[config.mk]
export PLATFORM = sky130hd
export DESIGN_NAME = flex_serial_status_flags
export DESIGN_NICKNAME = d
export VERILOG_FILES = /design/src/rtl/flex_serial_pkg.sv /design/src/rtl/flex_serial_status_flags.sv
export SDC_FILE = /design/constraint.sdc
export NUM_CORES = 1
export LEC_CHECK = 0
export ABC_CLOCK_PERIOD_IN_PS = 6000
export BUFFER_PORTS_ARGS = -buffer_cell sky130_fd_sc_hd__buf_2
export CAP_MARGIN = 0
export CORE_UTILIZATION = 40
export DETAILED_ROUTE_END_ITERATION = 8
export PLACE_DENSITY_LB_ADDON = 0.25
export SETUP_SLACK_MARGIN = 0.3
export SLEW_MARGIN = 25
export SYNTH_ARGS = -nofsm -noshare
export SYNTH_HDL_FRONTEND = slang
export SYNTH_SLANG_ARGS = --single-unit
[constraint.sdc]
create_clock -name clk_sys_in -period 6 [get_ports clk_sys_in]
set_input_delay 1.5 -clock clk_sys_in [delete_from_list [all_inputs] [get_ports clk_sys_in]]
set_output_delay 1.5 -clock clk_sys_in [all_outputs]
set_load 0.05 [all_outputs]
[src/rtl/flex_serial_pkg.sv]
// shared constants and carrier types of the flex serial status and flag bank
package flex_serial_pkg;

    // register byte offsets
    localparam logic [11:0] OFS_PIN_LEVEL = 12'h004;
    localparam logic [11:0] OFS_SHIFT_FLAG = 12'h008;
    localparam logic [11:0] OFS_SHIFT_ERR = 12'h00C;
    localparam logic [11:0] OFS_TIMER_FLAG = 12'h010;
    localparam logic [11:0] OFS_FLAG_IRQ_EN = 12'h018;
    localparam logic [11:0] OFS_EVENT_STATUS = 12'h040;
    localparam logic [11:0] OFS_EVENT_MASK = 12'h044;

    // field positions and widths
    localparam int NUM_SHIFT = 4;
    localparam int NUM_TIMER = 4;
    localparam int NUM_PIN = 8;
    localparam int EVT_FLAG_LSB = 0;
    localparam int EVT_ERR_LSB = 4;
    localparam int EVT_TIMER_LSB = 8;
    localparam int EVT_W = 12;

    // reset values
    localparam logic [3:0] RST_FLAGS = 4'h0;
    localparam logic [EVT_W-1:0] RST_EVT = 12'h000;
    localparam logic [31:0] RST_RDATA = 32'h0000_0000;

    // pin synchroniser depth
    localparam int PIN_SYNC_STAGES = 3;

    // AHB transfer type and size codes
    localparam logic [1:0] HTRANS_NONSEQ = 2'h2;
    localparam logic [1:0] HTRANS_SEQ = 2'h3;
    localparam logic [2:0] HSIZE_WORD = 3'h2;

    // shifter operating selections
    typedef enum logic [2:0] {
        SHIFT_OFF = 3'b000,
        SHIFT_RX = 3'b001,
        SHIFT_TX = 3'b010,
        SHIFT_MATCH_STORE = 3'b100,
        SHIFT_MATCH_CONT = 3'b101
    } shifter_op_select_t;

    // timer operating selections
    typedef enum logic [1:0] {
        TIMER_OFF = 2'b00,
        TIMER_BAUD8 = 2'b01,
        TIMER_PWM8 = 2'b10,
        TIMER_CNT16 = 2'b11
    } timer_op_t;

    // events and levels from one shifter's datapath and its buffer port
    typedef struct packed {
        logic [2:0] op_select;
        logic buf_loaded;
        logic buf_moved;
        logic match_event;
        logic match_now;
        logic overrun;
        logic frame_err;
        logic underrun;
        logic buf_read;
        logic buf_write;
    } shifter_evt_t;

    // state of one timer's counter
    typedef struct packed {
        logic [1:0] mode;
        logic dec_active;
        logic [15:0] count;
    } timer_state_t;

endpackage

[src/rtl/flex_serial_status_flags.sv]
// status, error and timer flag bank of the flex serial module with AHB-Lite slave
// Behaviour
// - read-only pin level register returns eight pin levels, upper bits zero
// - receive: flag set when buffer loaded from shifter, cleared on buffer read
// - transmit: flag set on mode entry or buffer move, cleared on buffer write
// - match store: flag set on match, cleared on buffer read
// - continuous match: flag follows the live match result, never latched
// - writing one clears a status flag except in continuous match; zero ignored
// - receive error: buffer overrun or start or stop bit mismatch
// - transmit error: buffer underrun when shifter needs unwritten data
// - match store error: new match before previous stored data was read
// - continuous match error: set on every match
// - error cleared by writing one; continuous match buffer read clears too
// - dual 8-bit baud timer flag set when upper half reaches zero decrementing
// - 8-bit PWM timer flag set when upper half reaches zero decrementing
// - 16-bit timer flag set on full count zero; held until write one
// - per-shifter enable gates its status flag onto the interrupt
// - status, error, timer flag and enable registers reset to zero
//
// Design decision made here: the AHB-Lite slave port.
`timescale 1ns/10ps

module flex_serial_status_flags (
    input wire logic clk_sys_in,
    input wire logic sys_rst_in,
    input wire logic hsel_in,
    input wire logic [31:0] haddr_in,
    input wire logic [1:0] htrans_in,
    input wire logic hwrite_in,
    input wire logic [2:0] hsize_in,
    input wire logic [31:0] hwdata_in,
    input wire logic hready_in,
    output logic [31:0] hrdata_out,
    output logic hreadyout_out,
    output logic hresp_out,
    input wire logic [7:0] pin_levels_in,
    input wire flex_serial_pkg::shifter_evt_t [3:0] shifter_evt_in,
    input wire flex_serial_pkg::timer_state_t [3:0] timer_state_in,
    output logic [3:0] shifter_flags_out,
    output logic status_irq_out,
    output logic event_irq_out
);

    ////////////////////////////////////////////////////////////////////////////////
    // helpers

    // true when a shifter runs the given selection
    function automatic logic op_is(input logic [2:0] op, input logic [2:0] want);
        op_is = (op == want);
    endfunction

    // timer expiry condition by mode
    function automatic logic timer_hit(input flex_serial_pkg::timer_state_t t);
        case (t.mode)
            flex_serial_pkg::TIMER_BAUD8: begin
                timer_hit = t.dec_active && (t.count[15:8] == 8'h00);
            end
            flex_serial_pkg::TIMER_PWM8: begin
                timer_hit = t.dec_active && (t.count[15:8] == 8'h00);
            end
            flex_serial_pkg::TIMER_CNT16: begin
                timer_hit = t.dec_active && (t.count == 16'h0000);
            end
            default: begin
                timer_hit = 1'b0;
            end
        endcase
    endfunction

    ////////////////////////////////////////////////////////////////////////////////
    // state

    logic [7:0] pin_sync1_r;
    logic [7:0] pin_sync2_r;
    logic [7:0] pin_sync3_r;
    logic [7:0] pin_level_r;
    logic [7:0] pin_level_nxt;
    logic [3:0] shift_flag_r;
    logic [3:0] shift_flag_nxt;
    logic [3:0] shift_err_r;
    logic [3:0] shift_err_nxt;
    logic [3:0] timer_flag_r;
    logic [3:0] timer_flag_nxt;
    logic [3:0] irq_en_r;
    logic [3:0] irq_en_nxt;
    logic [flex_serial_pkg::EVT_W-1:0] evt_r;
    logic [flex_serial_pkg::EVT_W-1:0] evt_nxt;
    logic [flex_serial_pkg::EVT_W-1:0] evt_mask_r;
    logic [flex_serial_pkg::EVT_W-1:0] evt_mask_nxt;
    logic [3:0] tx_prev_r;
    logic [3:0] timer_hit_prev_r;
    logic wr_pend_r;
    logic [11:0] wr_addr_r;
    logic [31:0] hrdata_r;
    logic [31:0] hrdata_nxt;
    logic status_irq_r;
    logic event_irq_r;

    ////////////////////////////////////////////////////////////////////////////////
    // bus decode

    // a transfer is taken in its address phase; this slave never inserts waits
    wire bus_take = hsel_in && hready_in && htrans_in[1];
    // narrow accesses are ignored: only word transfers reach the registers
    wire bus_word = (hsize_in == flex_serial_pkg::HSIZE_WORD);
    wire rd_take = bus_take && !hwrite_in && bus_word;
    wire wr_take = bus_take && hwrite_in && bus_word;
    wire [11:0] rd_addr = haddr_in[11:0];
    wire rd_pin = rd_take && (rd_addr == flex_serial_pkg::OFS_PIN_LEVEL);
    wire rd_flag = rd_take && (rd_addr == flex_serial_pkg::OFS_SHIFT_FLAG);
    wire rd_err = rd_take && (rd_addr == flex_serial_pkg::OFS_SHIFT_ERR);
    wire rd_tmr = rd_take && (rd_addr == flex_serial_pkg::OFS_TIMER_FLAG);
    wire rd_en = rd_take && (rd_addr == flex_serial_pkg::OFS_FLAG_IRQ_EN);
    wire rd_evt = rd_take && (rd_addr == flex_serial_pkg::OFS_EVENT_STATUS);
    wire rd_mask = rd_take && (rd_addr == flex_serial_pkg::OFS_EVENT_MASK);
    // write data arrives one cycle later, in the data phase
    wire wr_flag = wr_pend_r && (wr_addr_r == flex_serial_pkg::OFS_SHIFT_FLAG);
    wire wr_err = wr_pend_r && (wr_addr_r == flex_serial_pkg::OFS_SHIFT_ERR);
    wire wr_tmr = wr_pend_r && (wr_addr_r == flex_serial_pkg::OFS_TIMER_FLAG);
    wire wr_en = wr_pend_r && (wr_addr_r == flex_serial_pkg::OFS_FLAG_IRQ_EN);
    wire wr_mask = wr_pend_r && (wr_addr_r == flex_serial_pkg::OFS_EVENT_MASK);
    // write-one-clear masks
    wire [3:0] w1c_flag = wr_flag ? hwdata_in[3:0] : 4'h0;
    wire [3:0] w1c_err = wr_err ? hwdata_in[3:0] : 4'h0;
    wire [3:0] w1c_tmr = wr_tmr ? hwdata_in[3:0] : 4'h0;

    ////////////////////////////////////////////////////////////////////////////////
    // pin snapshot

    // levels change only once the second and third stages agree
    assign pin_level_nxt = (pin_sync2_r & pin_sync3_r)
        | (pin_level_r & (pin_sync2_r | pin_sync3_r));

    always_ff @(posedge clk_sys_in) begin
        if (sys_rst_in) begin
            pin_sync1_r <= 8'h00;
            pin_sync2_r <= 8'h00;
            pin_sync3_r <= 8'h00;
            pin_level_r <= 8'h00;
        end else begin
            pin_sync1_r <= pin_levels_in;
            pin_sync2_r <= pin_sync1_r;
            pin_sync3_r <= pin_sync2_r;
            pin_level_r <= pin_level_nxt;
        end
    end

    ////////////////////////////////////////////////////////////////////////////////
    // shifter flag and error next state; a set always wins over a clear

    logic [3:0] flag_set;
    logic [3:0] err_set;
    logic [3:0] tx_enter;

    always_comb begin
        flag_set = 4'h0;
        err_set = 4'h0;
        tx_enter = 4'h0;
        shift_flag_nxt = shift_flag_r;
        shift_err_nxt = shift_err_r;
        for (int i = 0; i < flex_serial_pkg::NUM_SHIFT; i++) begin
            tx_enter[i] = op_is(shifter_evt_in[i].op_select, flex_serial_pkg::SHIFT_TX)
                && !tx_prev_r[i];
            case (shifter_evt_in[i].op_select)
                flex_serial_pkg::SHIFT_RX: begin
                    flag_set[i] = shifter_evt_in[i].buf_loaded;
                    err_set[i] = shifter_evt_in[i].overrun || shifter_evt_in[i].frame_err;
                    if (flag_set[i]) begin
                        shift_flag_nxt[i] = 1'b1;
                    end else if (shifter_evt_in[i].buf_read || w1c_flag[i]) begin
                        shift_flag_nxt[i] = 1'b0;
                    end
                end
                flex_serial_pkg::SHIFT_TX: begin
                    flag_set[i] = shifter_evt_in[i].buf_moved || tx_enter[i];
                    err_set[i] = shifter_evt_in[i].underrun;
                    if (flag_set[i]) begin
                        shift_flag_nxt[i] = 1'b1;
                    end else if (shifter_evt_in[i].buf_write || w1c_flag[i]) begin
                        shift_flag_nxt[i] = 1'b0;
                    end
                end
                flex_serial_pkg::SHIFT_MATCH_STORE: begin
                    flag_set[i] = shifter_evt_in[i].match_event;
                    // a match while the last stored match is still unread
                    err_set[i] = shifter_evt_in[i].match_event && shift_flag_r[i];
                    if (flag_set[i]) begin
                        shift_flag_nxt[i] = 1'b1;
                    end else if (shifter_evt_in[i].buf_read || w1c_flag[i]) begin
                        shift_flag_nxt[i] = 1'b0;
                    end
                end
                flex_serial_pkg::SHIFT_MATCH_CONT: begin
                    // live result; write one has no effect here
                    shift_flag_nxt[i] = shifter_evt_in[i].match_now;
                    flag_set[i] = shifter_evt_in[i].match_now && !shift_flag_r[i];
                    err_set[i] = shifter_evt_in[i].match_event;
                end
                default: begin
                    if (w1c_flag[i]) begin
                        shift_flag_nxt[i] = 1'b0;
                    end
                end
            endcase
            // error clear: write one, or a buffer read in continuous match
            if (err_set[i]) begin
                shift_err_nxt[i] = 1'b1;
            end else if (w1c_err[i] || (shifter_evt_in[i].buf_read
                && op_is(shifter_evt_in[i].op_select, flex_serial_pkg::SHIFT_MATCH_CONT))) begin
                shift_err_nxt[i] = 1'b0;
            end
        end
    end

    ////////////////////////////////////////////////////////////////////////////////
    // timer flags

    logic [3:0] tmr_hit;
    logic [3:0] tmr_rise;

    // flag held until write one; a hit in the clearing cycle keeps it set
    always_comb begin
        tmr_hit = 4'h0;
        for (int j = 0; j < flex_serial_pkg::NUM_TIMER; j++) begin
            tmr_hit[j] = timer_hit(timer_state_in[j]);
        end
    end
    assign tmr_rise = tmr_hit & ~timer_hit_prev_r;
    assign timer_flag_nxt = tmr_hit | (timer_flag_r & ~w1c_tmr);

    ////////////////////////////////////////////////////////////////////////////////
    // enables, event status and mask

    assign irq_en_nxt = wr_en ? hwdata_in[3:0] : irq_en_r;
    assign evt_mask_nxt = wr_mask ? hwdata_in[flex_serial_pkg::EVT_W-1:0] : evt_mask_r;
    // events accumulate; a read clears, but a new event in that cycle survives
    wire [flex_serial_pkg::EVT_W-1:0] evt_new = {tmr_rise, err_set, flag_set};
    assign evt_nxt = evt_new | (rd_evt ? flex_serial_pkg::RST_EVT : evt_r);

    ////////////////////////////////////////////////////////////////////////////////
    // read data, captured in the address phase so it leaves a flip-flop

    assign hrdata_nxt = rd_pin ? {24'h000000, pin_level_r}
        : rd_flag ? {28'h0000000, shift_flag_r}
        : rd_err ? {28'h0000000, shift_err_r}
        : rd_tmr ? {28'h0000000, timer_flag_r}
        : rd_en ? {28'h0000000, irq_en_r}
        : rd_evt ? {20'h00000, evt_r}
        : rd_mask ? {20'h00000, evt_mask_r}
        : flex_serial_pkg::RST_RDATA;

    ////////////////////////////////////////////////////////////////////////////////
    // register update

    // all flag and enable state comes out of reset at zero
    always_ff @(posedge clk_sys_in) begin
        if (sys_rst_in) begin
            shift_flag_r <= flex_serial_pkg::RST_FLAGS;
            shift_err_r <= flex_serial_pkg::RST_FLAGS;
            timer_flag_r <= flex_serial_pkg::RST_FLAGS;
            irq_en_r <= flex_serial_pkg::RST_FLAGS;
            evt_r <= flex_serial_pkg::RST_EVT;
            evt_mask_r <= flex_serial_pkg::RST_EVT;
            tx_prev_r <= 4'h0;
            timer_hit_prev_r <= 4'h0;
        end else begin
            shift_flag_r <= shift_flag_nxt;
            shift_err_r <= shift_err_nxt;
            timer_flag_r <= timer_flag_nxt;
            irq_en_r <= irq_en_nxt;
            evt_r <= evt_nxt;
            evt_mask_r <= evt_mask_nxt;
            timer_hit_prev_r <= tmr_hit;
            for (int k = 0; k < flex_serial_pkg::NUM_SHIFT; k++) begin
                tx_prev_r[k] <= op_is(shifter_evt_in[k].op_select, flex_serial_pkg::SHIFT_TX);
            end
        end
    end

    // bus pipeline
    always_ff @(posedge clk_sys_in) begin
        if (sys_rst_in) begin
            wr_pend_r <= 1'b0;
            wr_addr_r <= 12'h000;
            hrdata_r <= flex_serial_pkg::RST_RDATA;
        end else begin
            wr_pend_r <= wr_take;
            wr_addr_r <= wr_take ? haddr_in[11:0] : wr_addr_r;
            hrdata_r <= hrdata_nxt;
        end
    end

    // interrupt levels, registered from the next flag values so they change on the same edge as the flags
    always_ff @(posedge clk_sys_in) begin
        if (sys_rst_in) begin
            status_irq_r <= 1'b0;
            event_irq_r <= 1'b0;
        end else begin
            status_irq_r <= |(shift_flag_nxt & irq_en_nxt);
            event_irq_r <= |(evt_nxt & evt_mask_nxt);
        end
    end

    ////////////////////////////////////////////////////////////////////////////////
    // outputs

    assign hrdata_out = hrdata_r;
    assign hreadyout_out = 1'b1; // zero wait states; no flop needed for a constant
    assign hresp_out = 1'b0; // always OKAY
    assign shifter_flags_out = shift_flag_r;
    assign status_irq_out = status_irq_r;
    assign event_irq_out = event_irq_r;

endmodule

==> metrics <==
Synth Cell Area=~4800 sq um; top cell type's share of synthesized area=0.442; violated checks=design-rule violations; Seq cells post-synth=around 110; clock share of power=0.395; power share of the combinational group=0.122; Slowest Stage Delay on Critical Path=~0.80 ns; Starting Density=0.417; Internal=about 1.1 mW; # resized after CTS=0; Inst Count DP=between 800 and 900; Die Span Y=112 um; # rows=39; Final Power=roughly 1.5 mW; drt via density=between 5 and 6; Skew-Pair Late Insertion Delay=about 0.35 ns; cell with the most instances after synthesis=dfxtp_1; Seq/Total Area, Yosys=0.442; # setup viols final=0; final hold vios=0; Synthesis Warnings=0; Slew HR=0.334; Min Hold Slack=0.440 ns; fin. max-slew vios=0; cell taking the most area after synthesis=dfxtp_1; dpl ws=between 2 and 2.5 ns; Post-Route WL=between 10000 and 15000 um; Period Utilization, post-route=0.583; NetSw=399 uW; first-pass GRT wire length=between 20000 and 25000 um; VDD IR max=~120 uV; R2R cell count=5; TritonCTS Buffers=9; number of global-route vias before repair=about 4400; clk slew on worst S/H paths=around 0.070 ns; critical path's slowest cell=nor2_1; full die area=12500 sq um; CTS tree=built; CP Max Fanout=12; pwr/cell area=between 200 and 300 nW/um^2; Tmin final=around 3.5 ns; Setup WS post-layout=approximately 2.5 ns; initial DRC count=between 200 and 300; Worst-Margin Slew=between 0.9 and 1 ns; Max Clk Rate=about 290 MHz; Final nets=around 920; # diodes=0; top_reg_cell synth=dfxtp_1; MaxCap Viol Count=0; Req. time, crit path=approximately 6.3 ns; core area=approximately 12000 sq um; Post-synth EDFFs=0; CTS H-tree lvls=3; startpoint types=input pin; Hold Path Stages=1; outcome=finished, violations left; GRT Util Overall=0.213; initial antenna violation count=0; post-synth cell types=64; RSZ-0062 raised after global routing=no; via count=between 4000 and 5000; crit-path cells=buf_2 > nor3_1 > nand3_2 > nor2_1 > a222oi_1 > a221oi_1; synthesized netlist cell count=542; post-DP HPWL=approximately 10000 um; residual DRC count=11; DIE WIDTH=between 100 and 150 um; worst path arrival time=about 3.8 ns; mean post-synth cell area=8.93 sq um; Worst Setup Path Type=input pin to flip-flop; drt pass-1 iters=9; PortBufs=about 180; Commonest cells post-synth=dfxtp_1 (107), nor2_1 (53), nor2b_1 (39); sequential power share=0.483; ranking of synthesized cells by area=dfxtp_1 (44%), nor2b_1 (5.0%), mux2i_1 (4.8%); Clock Tree Root=clkbuf_16; largest net degree at the start of global routing=61; design area=6070 sq um; Critical Path End Type=flip-flop; final core occ=0.523; drt wl/cell=around 15 um; leak pwr=between 2 and 3 nW; setup bufs post-CTS=0; DRT antenna net count=0; Syn-to-layout area delta=25.5%; HP Class=flip-flop to flip-flop; num ports=roughly 250; switching part of the total=0.261; TNS Setup=0 ns; Final GP Congestion=0.899; layout cells sized above 1=0.293; clk buf depth=2; final non-filler cell total=between 800 and 900; clk sink count=roughly 110; asr flop ratio synth=0; hold_buf cts=0; post-placement cell area=between 5000 and 6000 sq um; grt total ovfl=0; clk_skew=0.00697 ns
-- power groups by stage --
stage	registers [mW]	logic [mW]	clock network, mW
2_1_floorplan	0.759	0.108	0
3_3_place_gp	0.754	0.182	0
3_5_place_dp	0.755	0.186	0
4_1_cts	0.738	0.186	0.617
5_1_grt	0.740	0.203	0.645
6_report	0.738	0.186	0.604
-- cell usage in the layout (no fill, tap or decap), drive strengths merged, types with 4 or more instances in the layout --
cell type and n:
o21ai 31, a31oi 4, a22o 4, a22oi 8, mux2 5, nand3b 6, nor3 15, nand2 29
mux2i 23, buf 184, nand2b 7, nor2 53, o2bb2ai 5, a221o 5, a21oi 30, a222oi 4
and2 11, a221oi 5, nor4 14, o22ai 8, nor3b 9, conb 22, nor2b 39, inv 20
nand3 12, dfxtp 107, clkbuf 10
-- final cells by class --
type | count | area (sq um)
Multi-Input combinational cell | 396 | 2460
Fill cell | 1101 | 5540
Inverter | 17 | 63.8
Clock inverter | 6 | 71.3
Tap cell | 143 | 179
Sequential cell | 107 | 2140
Timing Repair Buffer | 184 | 926
Clock buffer | 10 | 229
-- worst max-delay path, delay by kind of cell --
kind                   cells  cell delay, ns
AO/OA/AOI/OAI              2            0.64
buffers and inverters      1            0.12
AND/OR/NAND/NOR            3            1.49
-- metal layers --
layer | global-route usage | part of all wire | wire (um)
met2 | 0.381 | 0.50 | 6620
met4 | 0.0764 | 0.015 | 202
met1 | 0.254 | 0.42 | 5560
met5 | 0 | 0 | 0
met3 | 0.0410 | 0.068 | 901
-- worst paths after layout --
check                                               start  slack [ns]                   endpoint
worst max-delay path                          haddr_in[0]        2.50   hrdata_out[2]$_SDFF_PP0_
worst min-delay path            pin_sync1_r[5]$_SDFF_PP0_        0.44  pin_sync2_r[5]$_SDFF_PP0_
worst min register to register  pin_sync1_r[5]$_SDFF_PP0_        0.44  pin_sync2_r[5]$_SDFF_PP0_
worst max register to register  wr_addr_r[6]$_SDFFE_PP0P_        3.34   event_irq_out$_SDFF_PP0_
-- kinds of logic after synthesis --
family                   after synthesis  share of synthesized area
AO/OA/AOI/OAI                        132                      0.187
adder cells (fa/ha/maj)                2                    0.00414
buffers and inverters                 59                     0.0644
flip-flops                           107                      0.442
multiplexers                          28                     0.0592
other                                  2                    0.00155
AND/OR/NAND/NOR                      212                      0.242
-- sequential cells by signal, indices dropped and copies added, names as in the netlist --
name,count
shifter_flags_out,4
status_irq_out,1
timer_flag_r,4
pin_sync3_r,8
pin_sync1_r,8
pin_sync2_r,8
wr_addr_r,12
timer_hit_prev_r,4
irq_en_r,4
shift_err_r,4
tx_prev_r,4
event_irq_out,1
evt_r,12
pin_level_r,8
wr_pend_r,1
hrdata_out,12
evt_mask_r,12
Power figures use the tool's default switching activity.
